===== src/common/i2m_pkg.sv =====
/*
 * Constants and types for the two-wire register port master.
 * Assumes a 125 MHz system clock and one slave device sharing the bus.
 */
`default_nettype none
package i2m_pkg;
    // Bus address of the sensor and direction bit
    localparam logic [6:0] SLV_ADDR = 7'h15;
    localparam logic DIR_RD = 1'b1;
    localparam logic DIR_WR = 1'b0;
    // Register offsets in the sensor, one byte each
    localparam logic [7:0] REG_XOUT = 8'h00;
    localparam logic [7:0] REG_YOUT = 8'h01;
    localparam logic [7:0] REG_STATUS = 8'h02;
    localparam logic [7:0] REG_DETECT = 8'h04;
    localparam logic [7:0] REG_CHIP_ID = 8'h08;
    // Bit slot of the acknowledge inside a byte
    localparam logic [3:0] ACK_BIT = 4'h8;
    localparam logic [3:0] BITS_PER_BYTE = 4'h9;
    // Synchroniser reset levels {evt, sda, scl}
    localparam logic [2:0] SYNC_RST = 3'h3;
    // Timing
    localparam int CLK_PERIOD_NS = 8;
    localparam int T_QTR_NS = 700;
    localparam int QTR_CYC = (T_QTR_NS + CLK_PERIOD_NS - 1) / CLK_PERIOD_NS;
    localparam int FSCL_MAX_KHZ = 400;
    localparam int T_SCL_MIN_NS = 1000000 / FSCL_MAX_KHZ;
    localparam int T_LOW_MIN_NS = 1300;
    localparam int T_HIGH_MIN_NS = 600;
    localparam int HIGH_MIN_CYC = (T_HIGH_MIN_NS + CLK_PERIOD_NS - 1) / CLK_PERIOD_NS;
    localparam int T_PWRUP_MS = 20;
    localparam int PWRUP_CYC = T_PWRUP_MS * 1000000 / CLK_PERIOD_NS;
    localparam int T_BOTHLOW_MS = 10;
    localparam int BOTHLOW_CYC = T_BOTHLOW_MS * 1000000 / CLK_PERIOD_NS;
    // Controller states
    typedef enum logic [4:0] {
        I2M_PWRUP = 5'h01,
        I2M_IDLE = 5'h02,
        I2M_START = 5'h04,
        I2M_BYTE = 5'h08,
        I2M_STOP = 5'h10
    } i2m_state_t;
    // Which byte of the transfer the wire carries
    typedef enum logic [4:0] {
        I2M_ADDRW = 5'h01,
        I2M_REGA = 5'h02,
        I2M_WDATA = 5'h04,
        I2M_ADDRR = 5'h08,
        I2M_RDATA = 5'h10
    } i2m_step_t;
endpackage
`default_nettype wire


===== src/common/i2m_pins_if.sv =====
/*
 * Synchronised pin levels passed from the synchroniser to the master.
 * Assumes both ends run on the system clock.
 */
`timescale 1ns/1ps
`default_nettype none
interface i2m_pins_if;
    logic scl;
    logic sda;
    logic evt;
    modport src (output scl, output sda, output evt);
    modport dst (input scl, input sda, input evt);
endinterface
`default_nettype wire


===== src/rtl/i2m_master_ctrl.sv =====
/*
 * Two-wire bus master that reads and writes the byte registers of a
 * sensor slave: pointer write, burst write, pointer write plus
 * repeated start and burst read.
 * Assumes open-drain pads with pull-ups outside; the oe outputs pull low.
 */
// Behaviour
// - Data changes only while clock is low
// - Start/stop coded by data edge, clock high
// - Eight bits MSB first, ninth clock acknowledges
// - Transmitter releases, receiver holds ack low
// - Slave not acknowledging: master issues stop
// - Master reading leaves last byte unacknowledged
// - First byte: 7-bit address, then direction
// - Read: write pointer, repeated start, read
// - Clock rate from zero to 400 kHz
// - No access within 20 ms of power-up
// - Never hold both lines low 10 ms
// - Event pin stays high until host access
`timescale 1ns/1ps
`default_nettype none
module i2m_master_ctrl #(
    parameter int QTR_CYC = i2m_pkg::QTR_CYC,
    parameter int PWRUP_CYC = i2m_pkg::PWRUP_CYC,
    parameter int BOTHLOW_CYC = i2m_pkg::BOTHLOW_CYC,
    parameter int LEN_W = 4
) (
    // Clock and reset
    input wire logic clk_sys_i,
    input wire logic rst_i,
    // Command
    input wire logic cmd_valid_i,
    input wire logic cmd_read_i,
    input wire logic [7:0] cmd_reg_i,
    input wire logic [LEN_W-1:0] cmd_len_i,
    input wire logic [7:0] wr_data_i,
    output logic cmd_ready_o,
    output logic busy_o,
    output logic wr_take_o,
    output logic [7:0] rd_data_o,
    output logic rd_valid_o,
    output logic done_o,
    output logic nack_o,
    // Serial clock pad
    input wire logic scl_i,
    output logic scl_o,
    output logic scl_oe_o,
    // Serial data pad
    input wire logic sda_i,
    output logic sda_o,
    output logic sda_oe_o,
    // Sensor event pin
    input wire logic evt_pin_i,
    output logic evt_o
);
    localparam int QW = $clog2(QTR_CYC + 1);
    localparam int PW = $clog2(PWRUP_CYC + 2);
    localparam int BW = $clog2(BOTHLOW_CYC + 2);

    // Refuse settings that break the bus timing or leave the length field without bits
    if (QTR_CYC < 2 || LEN_W < 1 || PWRUP_CYC < 1 || BOTHLOW_CYC <= 4 * QTR_CYC) begin : g_chk_size
        $error("i2m_master_ctrl: timing or length parameter too small");
    end
    if (4 * QTR_CYC * i2m_pkg::CLK_PERIOD_NS < i2m_pkg::T_SCL_MIN_NS ||
        2 * QTR_CYC * i2m_pkg::CLK_PERIOD_NS < i2m_pkg::T_LOW_MIN_NS) begin : g_chk_rate
        $error("i2m_master_ctrl: serial clock would run too fast");
    end

    i2m_pins_if pins ();

    i2m_pin_sync u_sync (
        .clk_sys_i(clk_sys_i),
        .rst_i(rst_i),
        .scl_i(scl_i),
        .sda_i(sda_i),
        .evt_i(evt_pin_i),
        .pins(pins.src)
    );

    i2m_pkg::i2m_state_t st;
    i2m_pkg::i2m_step_t step;
    logic [QW-1:0] qcnt;
    logic [1:0] q;
    logic [3:0] bitn;
    logic [7:0] tx;
    logic [7:0] rx;
    logic ack_in;
    logic rd_mode;
    logic [7:0] reg_addr;
    logic [LEN_W-1:0] left;
    logic [PW-1:0] pwr_cnt;
    logic active;
    logic stall;
    logic tick;
    logic ph_end;
    logic byte_end;
    logic last;

    // Phase bookkeeping
    assign active = (st == i2m_pkg::I2M_START) || (st == i2m_pkg::I2M_BYTE) ||
                    (st == i2m_pkg::I2M_STOP);
    assign stall = (q == 2'h1) && !pins.scl;
    assign tick = (qcnt == QW'(QTR_CYC - 1));
    assign ph_end = tick && (q == 2'h3);
    assign byte_end = (st == i2m_pkg::I2M_BYTE) && ph_end && (bitn == i2m_pkg::ACK_BIT);
    assign last = (left <= LEN_W'(1));

    // Quarter-bit timer; waits in quarter 1 while the clock line is still held low by anyone
    always_ff @(posedge clk_sys_i) begin
        if (rst_i || !active || stall || tick) begin
            qcnt <= '0;
        end else begin
            qcnt <= qcnt + QW'(1);
        end
    end

    // Quarter index inside the current bit or condition
    always_ff @(posedge clk_sys_i) begin
        if (rst_i || !active) begin
            q <= 2'h0;
        end else if (tick) begin
            q <= q + 2'h1;
        end
    end

    // Power-up hold-off before the first command
    always_ff @(posedge clk_sys_i) begin
        if (rst_i) begin
            pwr_cnt <= '0;
        end else if (st == i2m_pkg::I2M_PWRUP) begin
            pwr_cnt <= pwr_cnt + PW'(1);
        end
    end

    // Sample data at the end of the clock-high phase, last cycle of quarter 2
    always_ff @(posedge clk_sys_i) begin
        if (rst_i) begin
            rx <= 8'h00;
            ack_in <= 1'b1;
        end else if (st == i2m_pkg::I2M_BYTE && tick && q == 2'h2) begin
            if (bitn == i2m_pkg::ACK_BIT) begin
                ack_in <= pins.sda;
            end else begin
                rx <= {rx[6:0], pins.sda};
            end
        end
    end

    // Pad drive; registered one cycle behind the phase it serves
    always_ff @(posedge clk_sys_i) begin
        if (rst_i) begin
            scl_oe_o <= 1'b0;
            sda_oe_o <= 1'b0;
        end else begin
            unique case (st)
                i2m_pkg::I2M_PWRUP, i2m_pkg::I2M_IDLE: begin
                    scl_oe_o <= 1'b0;
                    sda_oe_o <= 1'b0;
                end
                i2m_pkg::I2M_START: begin
                    unique case (q)
                        2'h0: sda_oe_o <= 1'b0;
                        2'h1: scl_oe_o <= 1'b0;
                        2'h2: sda_oe_o <= 1'b1;
                        2'h3: scl_oe_o <= 1'b1;
                    endcase
                end
                i2m_pkg::I2M_BYTE: begin
                    unique case (q)
                        2'h0: begin
                            scl_oe_o <= 1'b1;
                            if (bitn == i2m_pkg::ACK_BIT) begin
                                // Ack all read bytes except the last
                                sda_oe_o <= (step == i2m_pkg::I2M_RDATA) && !last;
                            end else begin
                                // Release while the slave sends
                                sda_oe_o <= (step != i2m_pkg::I2M_RDATA) && !tx[7];
                            end
                        end
                        2'h1, 2'h2: scl_oe_o <= 1'b0;
                        2'h3: scl_oe_o <= 1'b1;
                    endcase
                end
                i2m_pkg::I2M_STOP: begin
                    unique case (q)
                        2'h0: begin
                            scl_oe_o <= 1'b1;
                            sda_oe_o <= 1'b1;
                        end
                        2'h1: scl_oe_o <= 1'b0;
                        2'h2: sda_oe_o <= 1'b0;
                        2'h3: sda_oe_o <= 1'b0;
                    endcase
                end
            endcase
        end
    end

    // Pads only ever pull low; high comes from the pull-ups
    always_ff @(posedge clk_sys_i) begin
        scl_o <= 1'b0;
        sda_o <= 1'b0;
    end

    // Event pin level for the user; cleared by a status read
    always_ff @(posedge clk_sys_i) begin
        if (rst_i) begin
            evt_o <= 1'b0;
        end else begin
            evt_o <= pins.evt;
        end
    end

    // Transfer sequencer
    always_ff @(posedge clk_sys_i) begin
        if (rst_i) begin
            st <= i2m_pkg::I2M_PWRUP;
            step <= i2m_pkg::I2M_ADDRW;
            bitn <= 4'h0;
            tx <= 8'h00;
            rd_mode <= 1'b0;
            reg_addr <= 8'h00;
            left <= '0;
            cmd_ready_o <= 1'b0;
            busy_o <= 1'b0;
            wr_take_o <= 1'b0;
            rd_data_o <= 8'h00;
            rd_valid_o <= 1'b0;
            done_o <= 1'b0;
            nack_o <= 1'b0;
        end else begin
            wr_take_o <= 1'b0;
            rd_valid_o <= 1'b0;
            done_o <= 1'b0;
            unique case (st)
                i2m_pkg::I2M_PWRUP: begin
                    if (pwr_cnt == PW'(PWRUP_CYC - 1)) begin
                        st <= i2m_pkg::I2M_IDLE;
                        cmd_ready_o <= 1'b1;
                    end
                end
                i2m_pkg::I2M_IDLE: begin
                    if (cmd_valid_i) begin
                        rd_mode <= cmd_read_i;
                        reg_addr <= cmd_reg_i;
                        left <= cmd_len_i;
                        nack_o <= 1'b0;
                        step <= i2m_pkg::I2M_ADDRW;
                        cmd_ready_o <= 1'b0;
                        busy_o <= 1'b1;
                        st <= i2m_pkg::I2M_START;
                    end
                end
                i2m_pkg::I2M_START: begin
                    if (ph_end) begin
                        st <= i2m_pkg::I2M_BYTE;
                        bitn <= 4'h0;
                        // Address first, direction bit last
                        tx <= {i2m_pkg::SLV_ADDR, (step == i2m_pkg::I2M_ADDRR) ?
                               i2m_pkg::DIR_RD : i2m_pkg::DIR_WR};
                    end
                end
                i2m_pkg::I2M_BYTE: begin
                    if (ph_end && bitn != i2m_pkg::ACK_BIT) begin
                        bitn <= bitn + 4'h1;
                        tx <= {tx[6:0], 1'b0};
                    end else if (byte_end) begin
                        bitn <= 4'h0;
                        if (step != i2m_pkg::I2M_RDATA && ack_in) begin
                            // Byte refused by the slave: abort
                            nack_o <= 1'b1;
                            st <= i2m_pkg::I2M_STOP;
                        end else begin
                            unique case (step)
                                i2m_pkg::I2M_ADDRW: begin
                                    step <= i2m_pkg::I2M_REGA;
                                    tx <= reg_addr;
                                end
                                i2m_pkg::I2M_REGA: begin
                                    if (rd_mode) begin
                                        step <= i2m_pkg::I2M_ADDRR;
                                        st <= i2m_pkg::I2M_START;
                                    end else if (left == '0) begin
                                        st <= i2m_pkg::I2M_STOP;
                                    end else begin
                                        step <= i2m_pkg::I2M_WDATA;
                                        tx <= wr_data_i;
                                        wr_take_o <= 1'b1;
                                    end
                                end
                                i2m_pkg::I2M_WDATA: begin
                                    left <= left - LEN_W'(1);
                                    if (last) begin
                                        st <= i2m_pkg::I2M_STOP;
                                    end else begin
                                        tx <= wr_data_i;
                                        wr_take_o <= 1'b1;
                                    end
                                end
                                i2m_pkg::I2M_ADDRR: begin
                                    step <= i2m_pkg::I2M_RDATA;
                                end
                                i2m_pkg::I2M_RDATA: begin
                                    rd_data_o <= rx;
                                    rd_valid_o <= 1'b1;
                                    left <= left - LEN_W'(1);
                                    if (last) begin
                                        st <= i2m_pkg::I2M_STOP;
                                    end
                                end
                            endcase
                        end
                    end
                end
                i2m_pkg::I2M_STOP: begin
                    if (ph_end) begin
                        st <= i2m_pkg::I2M_IDLE;
                        done_o <= 1'b1;
                        busy_o <= 1'b0;
                        cmd_ready_o <= 1'b1;
                    end
                end
            endcase
        end
    end

    // Helper counters read only by the checks below
    logic [3:0] rise_cnt;
    logic [BW-1:0] both_low;
    logic [QW+1:0] hi_cnt;

    always_ff @(posedge clk_sys_i) begin
        if (rst_i || byte_end) begin
            rise_cnt <= 4'h0;
        end else if (st == i2m_pkg::I2M_BYTE && tick && q == 2'h1) begin
            rise_cnt <= rise_cnt + 4'h1;
        end
    end

    always_ff @(posedge clk_sys_i) begin
        if (rst_i || !(scl_oe_o && sda_oe_o)) begin
            both_low <= '0;
        end else begin
            both_low <= both_low + BW'(1);
        end
    end

    always_ff @(posedge clk_sys_i) begin
        if (rst_i || scl_oe_o || !active) begin
            hi_cnt <= '0;
        end else begin
            hi_cnt <= hi_cnt + (QW+2)'(1);
        end
    end
endmodule // i2m_master_ctrl
`default_nettype wire


===== src/rtl/i2m_pin_sync.sv =====
/*
 * Two-flop synchronisers for the serial clock, data and event pins.
 * Assumes raw pin levels that are asynchronous to clk_sys_i.
 */
`timescale 1ns/1ps
`default_nettype none
module i2m_pin_sync (
    // Clock and reset
    input wire logic clk_sys_i,
    input wire logic rst_i,
    // Raw pins
    input wire logic scl_i,
    input wire logic sda_i,
    input wire logic evt_i,
    // Synchronised levels
    i2m_pins_if.src pins
);
    logic [2:0] meta;
    logic [2:0] sync;

    // First stage feeds the second only; idle bus reads high
    always_ff @(posedge clk_sys_i) begin
        if (rst_i) begin
            meta <= i2m_pkg::SYNC_RST;
            sync <= i2m_pkg::SYNC_RST;
        end else begin
            meta <= {evt_i, sda_i, scl_i};
            sync <= meta;
        end
    end

    // Fan out to the interface
    assign pins.scl = sync[0];
    assign pins.sda = sync[1];
    assign pins.evt = sync[2];
endmodule // i2m_pin_sync
`default_nettype wire


===== config.mk =====
export PLATFORM = sky130hd
export DESIGN_NAME = i2m_master_ctrl
export DESIGN_NICKNAME = d
export VERILOG_FILES = /design/src/common/i2m_pkg.sv /design/src/common/i2m_pins_if.sv /design/src/rtl/i2m_master_ctrl.sv /design/src/rtl/i2m_pin_sync.sv
export SDC_FILE = /design/constraint.sdc
export NUM_CORES = 1
export LEC_CHECK = 0
export ABC_AREA = 0
export BUFFER_PORTS_ARGS = -buffer_cell sky130_fd_sc_hd__buf_2
export CAP_MARGIN = 5
export CORE_MARGIN = 8
export CORE_UTILIZATION = 45
export CTS_BUF_LIST = sky130_fd_sc_hd__clkbuf_8
export CTS_CLUSTER_SIZE = 28
export DETAILED_ROUTE_END_ITERATION = 10
export SETUP_SLACK_MARGIN = 0.4
export SLEW_MARGIN = 40
export SYNTH_ARGS = -nofsm -noshare
export SYNTH_HDL_FRONTEND = slang
export SYNTH_SLANG_ARGS = --single-unit

===== constraint.sdc =====
create_clock -name clk_sys_i -period 5.8 [get_ports clk_sys_i]
set_input_delay 0.29 -clock clk_sys_i [delete_from_list [all_inputs] [get_ports clk_sys_i]]
set_output_delay 0.29 -clock clk_sys_i [all_outputs]
set_load 0.03 [all_outputs]

# Yosys cells after proc, flatten, opt, wreduce, memory -nomap -nowiden

Cells that the tools add are included.

Memories: 0
Flip-flop bits (word level): 98
ROM bits: 0
Input bits: 27
Bits in writable memories: 0
Latch bits: 0

Multiply operators: 0
Order comparisons: 1
Bitwise logic cells: 6
Eq/ne operators: 43
Div/mod/pow operators: 0
Add/sub/neg operators: 5
Mux-type cells: 66
Reduce and logical (&&, ||, !) cells: 46
Shift operators: 0

Operators by type and width:

| cell                  | number |
|---|---|
| $mux 5                | 16 |
| $mux 8                | 7 |
| $mux 4                | 8 |
| $pmux 5 s5            | 1 |
| $pmux 8 s3            | 1 |
| $add 22x1->22 const B | 1 |
| $eq 22x22->1 const B  | 1 |
| $ne 4x4->1 const B    | 5 |
| $pmux 5 s2            | 2 |
| $mux 1                | 16 |
| $pmux 1 s2            | 8 |
| $pmux 4 s2            | 2 |
| $pmux 8 s2            | 1 |
| $pmux 5 s3            | 1 |
| $ne 2x2->1 const B    | 7 |
| $reduce_or 2->1       | 6 |
| $eq 5x1->1 const B    | 2 |
| $eq 5x2->1 const B    | 2 |
| $eq 5x3->1 const B    | 2 |
| $eq 5x4->1 const B    | 2 |
| $eq 5x5->1 const B    | 2 |
| $logic_and 1x1->1     | 10 |
| $ne 5x5->1 const B    | 2 |
| $reduce_and 5->1      | 2 |
| other kinds (34)      | 60 |

# Longest topological paths before layout

Gate-level depths: netlist (run 1).

Word-level depth: 8
Gate-level depth with buffers: 10

# Hierarchy

Synthesis (run 1) repeated with hierarchy kept, for this count alone.

Cell total of the unflattened synthesis: 542
Area total of the unflattened synthesis: 4879.7 sq um

Modules (own cells, without submodules):

| module          | times used | area an instance (sq um) | seq. area each (sq um) | cells an instance |
|---|---|---|---|---|
| i2m_master_ctrl | 1          | 4722.0                   | 1841.8                 | 530 |
| i2m_pin_sync    | 1          | 157.7                    | 120.1                  | 12 |

# Least setup slack after synthesis (run 1)

Ideal clock, no wire load.

Path kind: register to register
From: register pwr_cnt[5]
To: register st[4]
Arrival: 2.238 ns
Required time: 5.733 ns
Path buffers: 1
Stages on the path, launching flop included: 8
Path slack: 3.494 ns
Path through: dfxtp_1 > or4b_1 > nor4_1 > a21oi_1 > or4b_1 > buf_2 > a211o_1 > a21oi_2

Word-level cells in the longest chain between the ends: 3

RTL lines:

| item                       | line                   | text |
|---|---|---|
| start: declaration         | i2m_master_ctrl.sv:91  | `logic [PW-1:0] pwr_cnt;` |
| start signal: assignment   | i2m_master_ctrl.sv:131 | `pwr_cnt <= pwr_cnt + PW'(1);` |
| $eq 22x22->1               | i2m_master_ctrl.sv:237 | `if (pwr_cnt == PW'(PWRUP_CYC - 1)) begin` |
| $ne 2x1->1 (no line)       | -                      |  |
| $reduce_and 9->1 (no line) | -                      |  |
| end signal: assignment     | i2m_master_ctrl.sv:238 | `st <= i2m_pkg::I2M_IDLE;` |
| end signal: assignment     | i2m_master_ctrl.sv:251 | `st <= i2m_pkg::I2M_START;` |
| end signal: assignment     | i2m_master_ctrl.sv:256 | `st <= i2m_pkg::I2M_BYTE;` |
| end: declaration           | i2m_master_ctrl.sv:80  | `i2m_pkg::i2m_state_t st;` |

Every way passes these cells.
A chain may end at the register's enable or synchronous reset.

# Worst setup path after layout (run 1)

From: register st[4]
To: register step[4]

Word-level cells in the longest chain between the ends: 5

RTL lines:

| item                            | line                                           | text |
|---|---|---|
| start signal: assignment        | i2m_master_ctrl.sv:217                         | `st <= i2m_pkg::I2M_PWRUP;` |
| start signal: assignment        | i2m_master_ctrl.sv:238                         |  |
| start signal: assignment        | i2m_master_ctrl.sv:251                         |  |
| $eq 5x4->1                      | i2m_master_ctrl.sv:105, i2m_master_ctrl.sv:235 |  |
| $logic_and 1x1->1 (2 in series) | i2m_master_ctrl.sv:105                         | `assign byte_end = (st == i2m_pkg::I2M_BYTE) && ph_end && (bitn == i2m_pkg::ACK_BIT);` |
| $ne 2x2->1 (no line)            | -                                              |  |
| $reduce_and 7->1 (no line)      | -                                              |  |
| end signal: assignment          | i2m_master_ctrl.sv:218                         | `step <= i2m_pkg::I2M_ADDRW;` |
| end signal: assignment          | i2m_master_ctrl.sv:248                         | `step <= i2m_pkg::I2M_ADDRW;` |
| end signal: assignment          | i2m_master_ctrl.sv:276                         | `step <= i2m_pkg::I2M_REGA;` |
| end: declaration                | i2m_master_ctrl.sv:81                          | `i2m_pkg::i2m_step_t step;` |

Several ways; a longest one is shown, not always the timed one.

==> results.md, run 1 <==
* CP Max Fanout at 22
* Complex-gate fraction of the synthesized area at approximately 14%
* Mux share of post-synthesis cell area at around 5.5%
* NumNets Final at ~620
* Avg Inst Size Synth at 8.32 um2
* Setup TNS at 0 ns
* # setup viols final at 0
* Synth Area in XOR/XNOR at about 5.7%
* Area growth, synth to finish at 10.9%
* List of most frequent post-synthesis cells: dfxtp_1 (98), nor2_1 (70), nand2_1 (69)
* TritonCTS clock tree: built
* Io pins at 46
* Initial DRT Pass Iterations at 5
* Critical-path cell list: or3_4 > or2_2 > o41ai_4 > o21ai_2 > or3_1 > a21oi_1
* Fmax at around 370 MHz
* Met3 WL at 524 um
* Ys async rst share at 0%
* Setup Skew at between 0.007 and 0.008 ns
* PortBufs at 43
* Vias in the first global route at roughly 3900
* PwrDens at between 200 and 250 nW/um2
* Gp weighted congestion at between 0.8 and 0.9
* DRC at 0
* Clock-pin transition on the worst setup and hold timing paths at about 0.09 ns
* Mapped Cells at ~560
* # hold bufs at CTS at 0
* Worst-skew pair later-pin latency at around 0.36 ns
* Antenna Diode Count at 0
* CP max stage cell: o41ai_4
* Worst Setup Path Type: flop to flop
* DIE WIDTH at between 100 and 150 um
* Area occupied by registers at 1960 um2
* Netlist cell types at between 50 and 60
* Post-CTS Setup Repair Bufs at 0
* CTS sink count at a little under 100
* Max Cap Viol at 0
* Die extent in y at approximately 120 um
* Main combinational cell family by area after synthesis: simple AND/OR/NAND/NOR gates
* Grt ovf at 0
* Most used DFF post-synth: dfxtp_1
* Synthesized cell area at 4630 um2
* Top Layer Used: met4
* Worst Max-Slew Pin Slew at roughly 0.76 ns
* Final max-slew violation count at 0
* Vias per inst at roughly 5.4
* First-pass GRT wire length at around 19000 um
* Largest net degree at the start of global routing at 68
* Area contributors post-synth: dfxtp_1 (42%), nor2_1 (5.7%), nand2_1 (5.6%)
* HPWL after detailed placement at a little under 8000 um
* Outcome: completed
* Clock Tree Buf Depth at 2
* Sequential share of the synthesized area at a little over two fifths
* Peak supply drop at 0.186 mV
* Fill count at 991
* Ys Warns at 0
* Htree depth at 3
* Flops & latches, synth at 98
* Initial antenna violation count at 0
* PostCTS Resize Cnt at 0
* Largest stage delay, worst path at 0.60 ns
* Final Hold Fails at 0
* Overall routing resource usage at between 15 and 20%
* Max_slew headroom at about 49%
* Avg WL per Cell at roughly 15 um
* DRT Wirelength at between 10000 and 15000 um
* Top-count cell post-synth: dfxtp_1
* Adder-cell share of the synthesized area at around 3%
* Met2 routed WL at between 5000 and 6000 um
* DRT met1 WL at roughly 5100 um
* Worst Path Required at 6.09 ns
* Leakage Power at around 2.0 nW
* Worst hold path class: input pin to flop
* Clock root buffer: clkbuf_8
* Layout cells sized above 1 at 13.2%
* Top cell type by total area after synthesis: dfxtp_1
* Multi-input gate area at between 2000 and 3000 um2
* Iter 0 DRT Violations at 285
* Period utilization at 46.3%
* RSZ-0062 raised after global routing: false
* Simple-gate share of the synthesized area at around a quarter
* CP endpoint kind: flop
* Row cnt at 37
* CP arrival at 2.98 ns
* Detail Route Antenna Nets at 0
* Startpoint types: flop
* Vias at between 3000 and 4000
* Top-area cell type share of the netlist area at a little over two fifths
* Full die area at about 14000 um2
* Clock period minus worst slack at 2.69 ns
* Core area at roughly 10000 um2
* Initial Utilization at 45.6%
* Power, Total at ~1.2 mW
* Post-synth EDFFs at 0
* Num CTS Buffers at 9
-- power breakdown --
group	internal (mW)	switching, mW	total (mW)
clock	0.212	0.235	0.447
combinational	0.0306	0.0488	0.0794
sequential	0.685	0.0113	0.696
-- final timing paths --
kind | endpoint | slack (ns) | cells after the start | startpoint
hold reg to reg | u_sync.sync[1]$_SDFF_PP1_ | 0.43 | 1 | u_sync.meta[1]$_SDFF_PP1_
hold / removal | u_sync.meta[1]$_SDFF_PP1_ | 0.1 | 2 | sda_i
setup / recovery | step[4]$_SDFFE_PP0P_ | 3.11 | 6 | st[4]$_SDFFE_PP0P_
setup reg to reg | step[4]$_SDFFE_PP0P_ | 3.11 | 6 | st[4]$_SDFFE_PP0P_
-- placed cells by master, fill, tap and decap left out, drive strengths merged, types with 4 or more instances in the layout --
cell | netlist | layout
nand2b | 6 | 6
a211oi | 4 | 4
nand2 | 69 | 69
and3 | 10 | 10
nand4 | 11 | 11
nor2 | 70 | 70
xnor2 | 8 | 8
inv | 16 | 18
mux2 | 5 | 5
mux2i | 20 | 20
clkbuf | 22 | 10
o21ai | 13 | 13
dfxtp | 98 | 98
o2bb2ai | 4 | 4
nor2b | 5 | 5
buf | 5 | 45
or2 | 8 | 8
nand3 | 34 | 34
ha | 11 | 11
a21oi | 47 | 47
xor2 | 22 | 22
nor3 | 17 | 17
-- layer usage --
layer	global-route usage, %	up-vias
met3	3.31	19
met2	25.9	101
met4	5.19	0
met5	0	-
met1	21.0	1850
li1	-	1986
-- through the flow --
step | setup WS [ns] | instances | instance area (um2) | utilization, % | hold WS (ns)
detailed placement | 3.01 | 711 | 4920 | 48.5 | 0.404
global route | 2.91 | 727 | 5130 | 50.6 | 0.0848
floorplan | 3.49 | 557 | 4630 | - | 0.389
CTS | 2.99 | 727 | 5120 | 50.5 | 0.0833
finish | 3.11 | 727 | 5130 | 50.6 | 0.0994
global placement | 3.10 | 711 | 4920 | 48.5 | 0.404
-- registers in the layout (all words and copies together), names as in the netlist, 2 cells and up --
signal and count:
left 4, rd_data_o 8, u_sync.meta 3, rx 8
u_sync.sync 3, tx 8, q 2, pwr_cnt 22
reg_addr 8, step 5, bitn 4, st 5
qcnt 7
-- layout make-up --
| class | count | share of cell area [%] |
|---|---|---|
| Tap cell | 136 | 3.32 |
| Timing Repair Buffer | 45 | 4.49 |
| Inverter | 16 | 1.17 |
| Clock buffer | 10 | 2.68 |
| Sequential cell | 98 | 38.2 |
| Clock inverter | 6 | 1.27 |
| Multi-Input combinational cell | 416 | 48.8 |
-- cell families after synthesis --
group           Yosys count
xor+xnor                 30
compound gates           97
fa+ha+maj                11
flops                    98
mux                      25
other cells               1
buf+inv                  43
simple gates            251
-- critical path, delay by kind of cell (launching register included) --
kind | cells | cell delay [ns]
flip-flops | 1 | 0.38
AO/OA/AOI/OAI | 3 | 0.95
AND/OR/NAND/NOR | 3 | 1.28
No activity file was read; power rests on OpenSTA's default activity.
==> inputs of run 2 (changes only) <==
--- a/config.mk
+++ b/config.mk
@@ -13,6 +13,7 @@
 export CTS_BUF_LIST = sky130_fd_sc_hd__clkbuf_8
 export CTS_CLUSTER_SIZE = 28
 export DETAILED_ROUTE_END_ITERATION = 10
+export PLACE_DENSITY = 0.66
 export SETUP_SLACK_MARGIN = 0.4
 export SLEW_MARGIN = 40
 export SYNTH_ARGS = -nofsm -noshare
==> constraint.sdc (replaced) <==
create_clock -name clk_sys_i -period 2.4 [get_ports clk_sys_i]
set_input_delay 0.12 -clock clk_sys_i [delete_from_list [all_inputs] [get_ports clk_sys_i]]
set_output_delay 0.12 -clock clk_sys_i [all_outputs]
set_load 0.03 [all_outputs]
==> run 2 against run 1 <==
  * Flip-flop and latch count is the same
  * Worst setup slack lost 3.0 ns
  * Critical path depth is the same
  * Global-route usage grew 0.50 points
  * Largest power group unchanged
  * Clock power grew to 2.6 times the previous value
  * Critical endpoint is now st[4]$_SDFFE_PP0P_
==> results.md, run 2 (same netlist as run 1, synthesis figures left out) <==
* Outcome: completed
* Final cell count without fillers at 779 (+7.2%)
* Area growth, synth to finish at 23.2%
* Die extent in y at 117 um (unchanged)
* CP endpoint kind: flop
* Sw Pwr at 0.729 mW (+150%)
* Io pins at 46 (unchanged)
* PwrDens at 541 nW/um2 (+130%)
* Reg power frac at 54.3% (-2.6 points)
* Avg WL per Cell at 14.6 um (-2.2%)
* Final max-slew violation count at 0 (unchanged)
* Row cnt at 37 (unchanged)
* Fmax at 447 MHz (+20%)
* Clock-pin transition on the worst setup and hold timing paths at 0.09 ns (about the same)
* First-pass GRT wire length at 19100 um (+2.1%)
* TritonCTS clock tree: built
* Setup TNS at 0 ns (unchanged)
* Reg-to-reg startpoint: pwr_cnt[14]$_SDFFE_PP0N_
* CP arrival at 2.54 ns (-0.44 ns)
* CP max stage cell: or4_4
* Grt ovf at 0 (unchanged)
* Hold Path Sink: left[2]$_SDFFE_PP0P_
* Antenna Diode Count at 0 (unchanged)
* Combinational Power Share at 8.5% (+2.0 points)
* Max_slew headroom at 59.8% (+11 points)
* HPWL after detailed placement at 8020 um (+2.3%)
* Largest net degree at the start of global routing at 26 (-62%)
* Clock period minus worst slack at 2.24 ns (-0.449 ns)
* Period utilization at 93.3% (+47 points)
* Gp weighted congestion at 0.913 (+6.6%)
* Switching part of the total at 23.6% (-0.55 points)
* Clock Tree Buf Depth at 2 (unchanged)
* Clock group share of total power at 37.2% (+0.6 points)
* Reg-to-Reg End: st[4]$_SDFFE_PP0P_
* Initial antenna violation count at 0 (unchanged)
* Final core utilization at 56.2% (+5.6 points)
* Worst Setup Path Type: flop to flop
* Vias per inst at 5.31 (-2.4%)
* Critical-path cell list: or4_4 > nor4_4 > a21oi_2 > or4b_4 > a211o_1 > a21oi_2
* CTS sink count at 98 (unchanged)
* DIE WIDTH at 117 um (unchanged)
* Worst-skew pair later-pin latency at 0.37 ns (about the same)
* Slack of the worst reg-to-reg path at 0.16 ns (-2.95 ns)
* PortBufs at 43 (unchanged)
* Peak supply drop at 0.264 mV (+42%)
* Commonest non-fill, non-tap cell in the layout: dfxtp_1
* Initial Utilization at 45.6% (unchanged)
* Htree depth at 3 (unchanged)
* Vias at 4137 (+4.6%)
* Num CTS Buffers at 9 (unchanged)
* Final Hold Fails at 0 (unchanged)
* Min-delay src: cmd_len_i[2]
* Overall routing resource usage at 16.6% (+0.50 points)
* Startpoint types: flop
* NumNets Final at 677 (+8.5%)
* Detail Route Antenna Nets at 0 (unchanged)
* RSZ-0062 raised after global routing: true
* Largest stage delay, worst path at 0.53 ns (-0.07 ns)
* Layout cells sized above 1 at 22.6% (+9.4 points)
* PnR worst setup slack at 0.162 ns (-2.95 ns)
* Worst Max-Slew Pin Slew at 0.599 ns (-0.165 ns)
* Setup crit start: pwr_cnt[14]$_SDFFE_PP0N_
* DP Cell Count at 741 (+4.2%)
* Worst hold path class: input pin to flop
* CP Max Fanout at 4 (-82%)
* DRC at 0 (unchanged)
* Max reg flops at 22 (unchanged)
* Fin Hold WS at 0.101 ns (+0.00174 ns)
* Iter 0 DRT Violations at 230 (-19%)
* DRT Wirelength at 11400 um (+4.8%)
* Hold Path Stages at 3 (+1)
* Cell-internal power at 2.36 mW (+150%)
* Max Cap Viol at 0 (unchanged)
* Reg2Reg Depth at 6 (unchanged)
* Clock root buffer: clkbuf_8
* Worst slack at placement at 0.114 ns (-2.90 ns)
* Most frequent cells in the layout: dfxtp_1 (89), nand2_1 (69), nor2_1 (69), a21oi_1 (44), buf_2 (43)
* # setup viols final at 0 (unchanged)
* Leakage Power at 2.30 nW (+14%)
* Vias in the first global route at 4132 (+5.6%)
* Initial DRT Pass Iterations at 4 (-1)
* Most Frequent Cell on Critical Path: a21oi_2
* Setup Skew at 0.00705 ns (-0.000759 ns)
* Largest register by flop count: pwr_cnt
* Worst Path Required at 2.70 ns (-3.39 ns)
* Full die area at 13800 um2 (unchanged)
* Core area at 10100 um2 (unchanged)
## run 2: worst max-delay path by stage
stage	endpoint	slack [ns]	depth (start not counted)
2_1_floorplan	st[4]$_SDFFE_PP0P_	0.20	7
3_3_place_gp	st[4]$_SDFFE_PP0P_	0.10	6
3_5_place_dp	st[4]$_SDFFE_PP0P_	0.11	6
4_1_cts	st[4]$_SDFFE_PP0P_	0.19	6
5_1_grt	st[4]$_SDFFE_PP0P_	0.11	6
6_report	st[4]$_SDFFE_PP0P_	0.16	6
## run 2: cell type report
| cell class | instances | area, um2 |
|---|---|---|
| Fill cell | 872 | 4440 |
| Multi-Input combinational cell | 416 | 2620 |
| Sequential cell | 98 | 1970 |
| Timing Repair Buffer | 98 | 671 |
| Tap cell | 136 | 170 |
| Clock buffer | 9 | 124 |
| Clock inverter | 6 | 83.8 |
| Inverter | 16 | 60.1 |
## run 2: power groups by stage
stage / Clock (mW) / Sequential, mW / Combinational, mW
after detailed placement: 0 / 1.71 / 0.217
after global routing: 1.24 / 1.68 / 0.293
after CTS: 1.19 / 1.68 / 0.248
after global placement: 0 / 1.71 / 0.213
final: 1.15 / 1.68 / 0.264
after floorplan: 0 / 1.72 / 0.132
## run 2: metal layers
metal | share of wire, % | wire [um] | global-route usage (%) | up-vias
met5 | 0 | 0 | 0 | -
met4 | 2.5 | 283 | 7.54 | 0
met3 | 5.6 | 641 | 4.89 | 17
met2 | 47 | 5390 | 27.3 | 101
met1 | 44 | 5060 | 19.5 | 1921
li1 | - | - | - | 2098
## run 2: through the flow
stage / power [mW] / area, um2
2_1_floorplan: 1.85 / 4650
3_3_place_gp: 1.93 / 5160
3_5_place_dp: 1.93 / 5160
4_1_cts: 3.11 / 5630
5_1_grt: 3.21 / 5700
6_report: 3.09 / 5700
## run 2: repair_timing
item	CTS	global route
endpoints found under the setup margin	38	38
hold buffers	12	0
buffers inserted	8	2
cloned	0	1
pin swaps	5	1
hold endpoints to repair	12	0
gates resized for setup	18	14
## run 2: critical path: cells and delay by family, from the launching register on
family	cells	cell delay [ns]
simple gates	3	1.36
compound gates	3	0.49
flops	1	0.33
